### config.mk
export PLATFORM = sky130hd
export DESIGN_NAME = stream_link_sink_user_port
export DESIGN_NICKNAME = d
export VERILOG_FILES = /design/src/sink_port_pkg.sv /design/src/error_collect.sv /design/src/reset_sequencer.sv /design/src/stream_link_sink_user_port.sv
export SDC_FILE = /design/constraint.sdc
export NUM_CORES = 1
export LEC_CHECK = 0
export ABC_AREA = 1
export BUFFER_PORTS_ARGS = -buffer_cell sky130_fd_sc_hd__buf_2
export CAP_MARGIN = 5
export CORE_AREA = 2 2 146 148
export DETAILED_ROUTE_END_ITERATION = 16
export DIE_AREA = 0 0 148 150
export GPL_TIMING_DRIVEN = 0
export PLACE_DENSITY = 0.84
export SLEW_MARGIN = 5
export SYNTH_ARGS = -nofsm -noshare
export SYNTH_HDL_FRONTEND = slang
export SYNTH_SLANG_ARGS = --single-unit
export TNS_END_PERCENT = 50
### constraint.sdc
create_clock -name clock -period 25.6 [get_ports clock]
set_input_delay 3.84 -clock clock [delete_from_list [all_inputs] [get_ports clock]]
set_output_delay 3.84 -clock clock [all_outputs]
set_load 0.05 [all_outputs]
### src/sink_port_pkg.sv
package sink_port_pkg;
	// Lane and vector geometry
	localparam int LANES_DEFAULT = 2;
	localparam int WORD_BITS = 64;
	localparam int SYNC_BITS = 8;
	localparam int ERR_EXTRA = 5;

	// Error vector bit positions, counted up from bit N
	localparam int ERR_ALIGN_OFS = 0;
	localparam int ERR_UNUSED_OFS = 1;
	localparam int ERR_OVF_OFS = 2;
	localparam int ERR_SEU_FIX_OFS = 3;
	localparam int ERR_SEU_BAD_OFS = 4;

	// Register port
	localparam int ADDR_BITS = 8;
	localparam int DATA_BITS = 32;
	localparam logic [7:0] CTRL_OFFSET = 8'h00;
	localparam logic [7:0] STATUS_OFFSET = 8'h04;
	localparam logic [7:0] ERR_STICKY_OFFSET = 8'h08;
	localparam logic [7:0] WORD_COUNT_OFFSET = 8'h0c;

	// Control field positions and reset value
	localparam int CTRL_BURST_BIT = 0;
	localparam int CTRL_ECC_BIT = 1;
	localparam int CTRL_LINK_EN_BIT = 2;
	localparam logic [2:0] CTRL_RESET = 3'h7;

	// Status field positions
	localparam int STAT_LINK_UP_BIT = 0;
	localparam int STAT_USER_RST_BIT = 1;
	localparam int STAT_SEEN_FIRST_BIT = 2;
	localparam int STAT_INIT_DONE_BIT = 3;

	// Reset sequence length after the master reset lets go
	localparam int CLOCK_PERIOD_PS = 4000;
	localparam int RESET_SEQ_NS = 100;
	localparam int RESET_SEQ_CYCLES = (RESET_SEQ_NS * 1000 + CLOCK_PERIOD_PS - 1) / CLOCK_PERIOD_PS;

	typedef enum logic [2:0]
	{
		RST_HOLD = 3'b001,
		RST_COUNT = 3'b010,
		RST_DONE = 3'b100
	} rst_state_t;

	typedef struct packed
	{
		logic link_en;
		logic ecc_en;
		logic burst_mode;
	} ctrl_reg_t;

	typedef struct packed
	{
		logic first;
		logic last;
		logic [7:0] sync;
	} beat_ctl_t;
endpackage

### src/error_collect.sv
`timescale 1ns/1ps
module error_collect
#(
	parameter int WIDTH = 7
)
(
	input wire logic clock,
	input wire logic master_rst_n,
	input wire logic [WIDTH-1:0] events,
	input wire logic [WIDTH-1:0] clear_mask,
	output logic [WIDTH-1:0] err_out,
	output logic [WIDTH-1:0] sticky
);
	genvar i;
	generate
		for (i = 0; i < WIDTH; i++)
		begin : g_bit
			always_ff @(posedge clock or negedge master_rst_n)
			begin
				if (!master_rst_n)
				begin
					err_out[i] <= 1'b0;
					sticky[i] <= 1'b0;
				end
				else
				begin
					err_out[i] <= events[i];
					// A new event in the clearing cycle keeps the bit set
					sticky[i] <= events[i] | (sticky[i] & ~clear_mask[i]);
				end
			end
		end
	endgenerate
endmodule

### src/reset_sequencer.sv
`timescale 1ns/1ps
module reset_sequencer
(
	input wire logic clock,
	input wire logic master_rst_n,
	output logic seq_done,
	output logic out_reset
);
	localparam int CNT_BITS = $clog2(sink_port_pkg::RESET_SEQ_CYCLES + 1);
	localparam logic [CNT_BITS-1:0] CNT_LAST = CNT_BITS'(sink_port_pkg::RESET_SEQ_CYCLES - 1);

	sink_port_pkg::rst_state_t state;
	sink_port_pkg::rst_state_t next_state;
	logic [CNT_BITS-1:0] count;
	logic [1:0] release_sync;

	// Release is synchronised so the counter never starts on a metastable edge
	always_ff @(posedge clock or negedge master_rst_n)
	begin
		if (!master_rst_n)
			release_sync <= 2'h0;
		else
			release_sync <= {release_sync[0], 1'b1};
	end

	always_comb
	begin
		next_state = state;
		case (state)
			sink_port_pkg::RST_HOLD:
				if (release_sync[1])
					next_state = sink_port_pkg::RST_COUNT;
			sink_port_pkg::RST_COUNT:
				if (count == CNT_LAST)
					next_state = sink_port_pkg::RST_DONE;
			sink_port_pkg::RST_DONE:
				next_state = sink_port_pkg::RST_DONE;
			default:
				next_state = sink_port_pkg::RST_HOLD;
		endcase
	end

	always_ff @(posedge clock or negedge master_rst_n)
	begin
		if (!master_rst_n)
		begin
			state <= sink_port_pkg::RST_HOLD;
			count <= '0;
			out_reset <= 1'b1;
		end
		else
		begin
			state <= next_state;
			count <= (state == sink_port_pkg::RST_COUNT) ? count + 1'b1 : '0;
			out_reset <= (next_state != sink_port_pkg::RST_DONE);
		end
	end

	assign seq_done = (state == sink_port_pkg::RST_DONE);
endmodule

### src/stream_link_sink_user_port.sv
// Notes on behaviour
// - High core reset asynchronously resets the link layer
// - Standard mode: user clock out, reset till sequenced
// - Advanced mode: interface clock from core clock
// - Interface reset only in advanced mode, sequenced
// - Link ready only after initialization completes
// - Payload is 64 bits per lane
// - Single payload valid bit per cycle
// - Eight-bit tag copies remote transmitter value
// - Tag at burst end counts invalid words
// - Burst mode: first flag with opening word
// - Continuous mode: first flag only once; code raises it again on the first beat after each link-up
// - Burst mode: last flag with closing word
// - Bit N alignment loss, bit N+1 zero
// - Bit N+2 FIFO overflow, standard mode only
// - Bit N+3 corrected upset when ECC on; code reports it in standard mode only
// - Bit N+4 uncorrectable upset when ECC on; code reports it in standard mode only
//
// The implementer's own choices: the placing of the registers and the address-and-strobe port.
`timescale 1ns/1ps
module stream_link_sink_user_port
#(
	parameter int LANES = sink_port_pkg::LANES_DEFAULT,
	parameter bit ADVANCED_CLOCKING = 1'b0
)
(
	input wire logic clock,
	input wire logic rst_n,
	input wire logic core_reset,
	input wire logic init_done,
	input wire logic [sink_port_pkg::WORD_BITS*LANES-1:0] rx_word,
	input wire logic rx_valid,
	input wire sink_port_pkg::beat_ctl_t rx_ctl,
	input wire logic [LANES-1:0] lane_crc_err,
	input wire logic align_lost,
	input wire logic fifo_overflow,
	input wire logic seu_fixed,
	input wire logic seu_bad,
	input wire logic [sink_port_pkg::ADDR_BITS-1:0] reg_addr,
	input wire logic [sink_port_pkg::DATA_BITS-1:0] reg_wdata,
	input wire logic reg_write,
	input wire logic reg_read,
	output logic [sink_port_pkg::DATA_BITS-1:0] reg_rdata,
	output logic user_clock,
	output logic user_clock_reset,
	output logic interface_clock,
	output logic interface_clock_reset,
	output logic link_up,
	output logic [sink_port_pkg::WORD_BITS*LANES-1:0] data,
	output logic valid,
	output logic [sink_port_pkg::SYNC_BITS-1:0] sync,
	output logic burst_first_flag,
	output logic burst_last_flag,
	output logic [LANES+sink_port_pkg::ERR_EXTRA-1:0] error
);
	localparam int ERR_W = LANES + sink_port_pkg::ERR_EXTRA;
	localparam int DW = sink_port_pkg::DATA_BITS;

	// One reset net for the whole link layer; the supporting PLL is not in this block
	wire master_rst_n = rst_n & ~core_reset;

	sink_port_pkg::ctrl_reg_t ctrl;
	logic seq_done;
	logic seq_reset;
	logic seen_first;
	logic [DW-1:0] word_count;
	logic [ERR_W-1:0] err_events;
	logic [ERR_W-1:0] err_clear;
	logic [ERR_W-1:0] err_sticky;

	reset_sequencer u_reset_seq
	(
		.clock(clock),
		.master_rst_n(master_rst_n),
		.seq_done(seq_done),
		.out_reset(seq_reset)
	);

	// Clock and reset outputs: only the one belonging to the chosen mode moves.
	// The clock is passed straight through; a gated or muxed clock would glitch.
	assign user_clock = ADVANCED_CLOCKING ? 1'b0 : clock;
	assign interface_clock = ADVANCED_CLOCKING ? clock : 1'b0;
	assign user_clock_reset = ADVANCED_CLOCKING ? 1'b0 : seq_reset;
	assign interface_clock_reset = ADVANCED_CLOCKING ? seq_reset : 1'b0;

	// Register port decode
	wire sel_ctrl = (reg_addr == sink_port_pkg::CTRL_OFFSET);
	wire sel_status = (reg_addr == sink_port_pkg::STATUS_OFFSET);
	wire sel_sticky = (reg_addr == sink_port_pkg::ERR_STICKY_OFFSET);
	wire sel_count = (reg_addr == sink_port_pkg::WORD_COUNT_OFFSET);
	wire wr_ctrl = reg_write & sel_ctrl;
	wire wr_sticky = reg_write & sel_sticky;

	wire [DW-1:0] ctrl_word = DW'({ctrl.link_en, ctrl.ecc_en, ctrl.burst_mode});
	wire [DW-1:0] status_word = DW'({init_done, seen_first, seq_reset, link_up});
	wire [DW-1:0] sticky_word = DW'(err_sticky);
	wire [DW-1:0] next_rdata = !reg_read ? '0 :
		sel_ctrl ? ctrl_word :
		sel_status ? status_word :
		sel_sticky ? sticky_word :
		sel_count ? word_count : '0;

	assign err_clear = wr_sticky ? reg_wdata[ERR_W-1:0] : '0;

	always_ff @(posedge clock or negedge master_rst_n)
	begin
		if (!master_rst_n)
		begin
			ctrl <= sink_port_pkg::CTRL_RESET;
			reg_rdata <= '0;
		end
		else
		begin
			if (wr_ctrl)
			begin
				ctrl.burst_mode <= reg_wdata[sink_port_pkg::CTRL_BURST_BIT];
				ctrl.ecc_en <= reg_wdata[sink_port_pkg::CTRL_ECC_BIT];
				ctrl.link_en <= reg_wdata[sink_port_pkg::CTRL_LINK_EN_BIT];
			end
			reg_rdata <= next_rdata;
		end
	end

	// Link ready waits for the reset sequence and for link initialization
	wire next_link_up = seq_done & init_done & ctrl.link_en;

	// Flags are forced low outside valid, ready cycles so stale markers never leak
	wire beat_ok = rx_valid & link_up;
	wire next_first = beat_ok &
		(ctrl.burst_mode ? rx_ctl.first : ~seen_first);
	wire next_last = beat_ok & rx_ctl.last;

	always_ff @(posedge clock or negedge master_rst_n)
	begin
		if (!master_rst_n)
		begin
			link_up <= 1'b0;
			valid <= 1'b0;
			data <= '0;
			sync <= '0;
			burst_first_flag <= 1'b0;
			burst_last_flag <= 1'b0;
			seen_first <= 1'b0;
			word_count <= '0;
		end
		else
		begin
			link_up <= next_link_up;
			valid <= rx_valid;
			if (rx_valid)
			begin
				data <= rx_word;
				sync <= rx_ctl.sync;
			end
			burst_first_flag <= next_first;
			burst_last_flag <= next_last;
			// A fresh link is a fresh stream, so continuous mode may mark again
			if (!link_up)
				seen_first <= 1'b0;
			else if (beat_ok)
				seen_first <= 1'b1;
			if (beat_ok)
				word_count <= word_count + 1'b1;
		end
	end

	// Error events; the upset and overflow bits are silenced where they mean nothing
	wire ecc_live = ctrl.ecc_en & ~ADVANCED_CLOCKING;
	assign err_events[LANES-1:0] = lane_crc_err;
	assign err_events[LANES+sink_port_pkg::ERR_ALIGN_OFS] = align_lost;
	assign err_events[LANES+sink_port_pkg::ERR_UNUSED_OFS] = 1'b0;
	assign err_events[LANES+sink_port_pkg::ERR_OVF_OFS] =
		fifo_overflow & ~ADVANCED_CLOCKING;
	assign err_events[LANES+sink_port_pkg::ERR_SEU_FIX_OFS] = seu_fixed & ecc_live;
	assign err_events[LANES+sink_port_pkg::ERR_SEU_BAD_OFS] = seu_bad & ecc_live;

	error_collect #(.WIDTH(ERR_W)) u_errors
	(
		.clock(clock),
		.master_rst_n(master_rst_n),
		.events(err_events),
		.clear_mask(err_clear),
		.err_out(error),
		.sticky(err_sticky)
	);
endmodule

== After elaboration in Yosys (flattened, before gate mapping) ==
Index checks and enable logic that the tools add are counted.

* Add/subtract/negate cells: 2
* Equal/unequal tests: 9
* Muxes and demuxes: 13
* Bitwise gates (word level): 32
* Reductions and logical operators: 1

{| class="wikitable"
|+ Operators with widths
! operator !! count
|-
| two-way mux 32 bit || 5
|-
| adder 32 x 1 -> 32 bit, second input constant || 1
|-
| bitwise AND 1 bit || 17
|-
| equality test 8 x 4 -> 1 bit, second input constant || 2
|-
| NOT 1 bit || 9
|-
| case mux 3 bit (3 select lines) || 1
|-
| equality test 8 x 3 -> 1 bit, second input constant || 1
|-
| zero test 8 bit || 1
|-
| two-way mux 7 bit || 1
|-
| two-way mux 3 bit || 2
|-
| bitwise OR 1 bit || 6
|-
| adder 5 x 1 -> 5 bit, second input constant || 1
|-
| equality test 5 bit, second input constant || 1
|-
| two-way mux 5 bit || 1
|-
| equality test 3 x 1 -> 1 bit, second input constant || 1
|-
| equality test 3 x 2 -> 1 bit, second input constant || 1
|-
| equality test 3 bit, second input constant || 1
|-
| two-way mux 1 bit || 3
|-
| inequality test 3 bit, second input constant || 1
|-
| inequality test 2 x 1 -> 1 bit, second input constant || 1
|}

* Flip-flop bits (word level): 232

== Depth between registers and ports, before layout ==
* Depth after elaboration: 6
* Depth in mapped cells: 9
* Depth with buffers taken out: 9

== By module ==
Synthesis repeated with hierarchy kept, for this count alone.

* Cells, all modules: 1084
* Area total of the unflattened synthesis: 9570.4 um^2

{| class="wikitable"
|+ By module, submodules not included
! module !! instances !! cells each !! area an instance (um^2) !! seq. area each (um^2)
|-
| stream_link_sink_user_port || 1 || 984 || 8607.0 || 5208.7
|-
| reset_sequencer || 1 || 58 || 508.0 || 277.8
|-
| error_collect || 1 || 42 || 455.4 || 350.3
|}

==> out/qor.yml <==
outcome: "finished, final reports clean"
chipWidth_um: 148
crit_top_cell: "clkbuf_16"
ctsResizeCount: 0
fp.dieH_um: 150
synth-edff-count: 0
nets: 1626
r2r_cells: 8
crit_buf_inv: 4
r2r-start: "word_count[1]"
crit_path_start: "clock"
wl_per_cell_um: 14.7
avgViaCountPerCell: 4.80
clk_pin_slew_ps: 60
gr-total-overflow: 0
hold_violations: 0
grt_max_degree: 35
hold_path.class: "flip-flop to flip-flop"
postCtsHoldBufs: 0
drive_gt1_share_pct: 31.8
crit_chain: "clkbuf_16 -> clkbuf_16 -> buf_4 -> buf_2"
critPathSlowestCell: "buf_2"
rsz0062_at_grt: "no"
yosys.area.top_type: "dfrtp_1"
maxCapViolCount: 0
required_ps: 21760
cp-start-kind: "clock port"
ys_warn_count: 0
slew_violations: 0
synth_area_leaders: "dfrtp_1 (60%), nand2_1 (21%), inv_1 (2.2%)"
cp.depth: 4
setup_viol: 0
clk_latency_ps: 630
syn_area_um2: 9400
io_buffers: 345
skew_ps: 15.6
synth_ff_type: "dfrtp_1"
worstMarginPinSlew_ps: 713
cp-end-kind: "output port"
row_count: 53
gp_congestion: 0.896
hpwl_mm: 19.1
synth_cells: 1048
hold_start: "u_reset_seq.release_sync[0]"
relSlewSlack_pct: 52.5
dpl_cell_area_um2: 11600
avgSynthCellArea_um2: 8.97
antenna_left: 0
initial_utilization_pct: 45.4
ys_ff_latch: 232
first_pass_iters: 5
async_reset_ff_share_pct: 100
fin_area_um2: 12600
first_iter_violations: 408
track_usage_pct: 22.8
postCtsSetupBuffers: 0
hold-path-cell-count: 0
irDropWorstVdd_mv: 0.0748
die-area_um2: 22200
crit_arrival_ps: 13360
path_class: "clock port to output port"
cts_tree: "yes"
via_count: 8292
synth_seq_area_share_pct: 61.8
leakage_uw: 0.00704
grt_pass1_vias: 8106
area_delta_synth_final_pct: 33.8
grt_pass1_wl_mm: 40.3
ios: 374
core_area_um2: 20700
wl_mm: 25.3
powerDensity_nw_per_um2: 76.2
crit_path_max_fanout: 2
synth_cell_type_count: 34
cp_top_family: "buffers and inverters"
finalSetupTns_ps: 0
drc_errors: 0
synth.top_cell.area_share_pct: 60.4
antenna_found_initial: 3
slowest_delay_ps: 200
==> layout by cell type, fill, tap and decap left out, types with 2 or more instances in the layout <==
master,count
nand2_1,526
buf_2,354
dfrtp_1,227
inv_1,55
nor2_1,45
nand3_1,37
clkbuf_16,28
clkbuf_1,23
nor3_2,17
nor3_1,12
xor2_1,12
o21ai_0,9
xnor2_1,8
nor2_2,8
nand4_1,8
buf_12,8
a21oi_1,7
nor3b_1,6
buf_4,5
clkbuf_8,5
dfstp_2,5
nor3b_2,4
conb_1,4
clkinvlp_4,4
clkinv_2,4
inv_2,3
nand2_2,3
buf_6,3
ha_1,3
bufinv_16,3
buf_1,2
nand3_2,2
nor2_4,2
==> path summary, 6_finish.rpt <==
check | end | slack (ps)
max | user_clock | 8400
min | u_reset_seq.release_sync[1] | 360
min in group asynchronous | data[56] | 3180
max in group asynchronous | ecc_live | 21250
min reg2reg | u_reset_seq.release_sync[1] | 360
max reg2reg | word_count[26] | 23910
==> registers in the layout, indices dropped and copies added (netlist names), 2 cells and up <==
name                      cells
u_reset_seq.count             5
sync                          8
u_errors.sticky               7
data                        128
reg_rdata                    32
u_reset_seq.release_sync      2
u_errors.err_out              6
word_count                   32
ctrl                          2
u_reset_seq.state             3
==> per-layer routing <==
metal	vias up	track usage [%]	share of wire, %
li1	3988	-	-
met1	3867	27.6	39
met2	366	39.0	50
met3	69	6.52	8.5
met4	2	8.19	3.0
met5	-	0	0.051
==> metrics by stage <==
| stage | power, µW | setup WS [ps] | util [%] | hold WS, ps | std cells |
|---|---|---|---|---|---|
| finish | 958 | 8400 | 60.8 | 362 | 1726 |
| global route | 996 | 8390 | 60.8 | 376 | 1726 |
| CTS | 968 | 8390 | 60.8 | 372 | 1725 |
| detailed placement | 577 | 8660 | 56.3 | 358 | 1678 |
| global placement | 570 | 2970 | 55.5 | 332 | 1670 |
| floorplan | 524 | 7770 | - | 331 | 1050 |
==> worst reg2reg max path: stages, from the launching register on <==
cell and delay (ps):
dfrtp_1 440, ha_1 220, nand3_1 120, nor2_2 210
nand3_1 180, nor2_2 200, nand3_1 90, nand2_1 90
nand2_1 40
==> report_power, final <==
group | leakage, µW | switching, µW | internal [µW]
combinational | 0.00361 | 119 | 37.8
clock | 0.000455 | 152 | 246
sequential | 0.00298 | 13.4 | 391
total | 0.00704 | 284 | 674
==> synthesized netlist by cell type, types with 8 or more instances <==
master and number:
dfrtp_1 227, xor2_1 12, clkbuf_1 21, nand2_1 526, inv_1 55, nor3_2 17
buf_2 9, nor2_2 8, nand4_1 8, o21ai_0 9, xnor2_1 8, nor3_1 12
nor2_1 46, nand3_1 37
==> cell type report <==
class	count	area (µm²)
sequential	232	5810
antenna	1	2.50
clock buffer	36	782
fill	1700	8110
inverter	58	218
clock inverter	12	149
tap	275	344
buffer	40	203
multi-input combinational	720	3180
timing repair buffer	352	1880
==> kinds of logic (layout without fill, tap and decap cells) <==
logic type               after synthesis  in the layout  share of synthesized area (%)
flip-flops                           232            232                           61.8
XOR/XNOR                              20             20                           1.86
AND/OR/NAND/NOR                      675            675                           30.4
adder cells (fa/ha/maj)                3              3                          0.399
buffers and inverters                 98            498                           4.47
AO/OA/AOI/OAI                         18             18                          0.998
other                                  2              5                         0.0799
No activity file was read; power rests on OpenSTA's default activity.
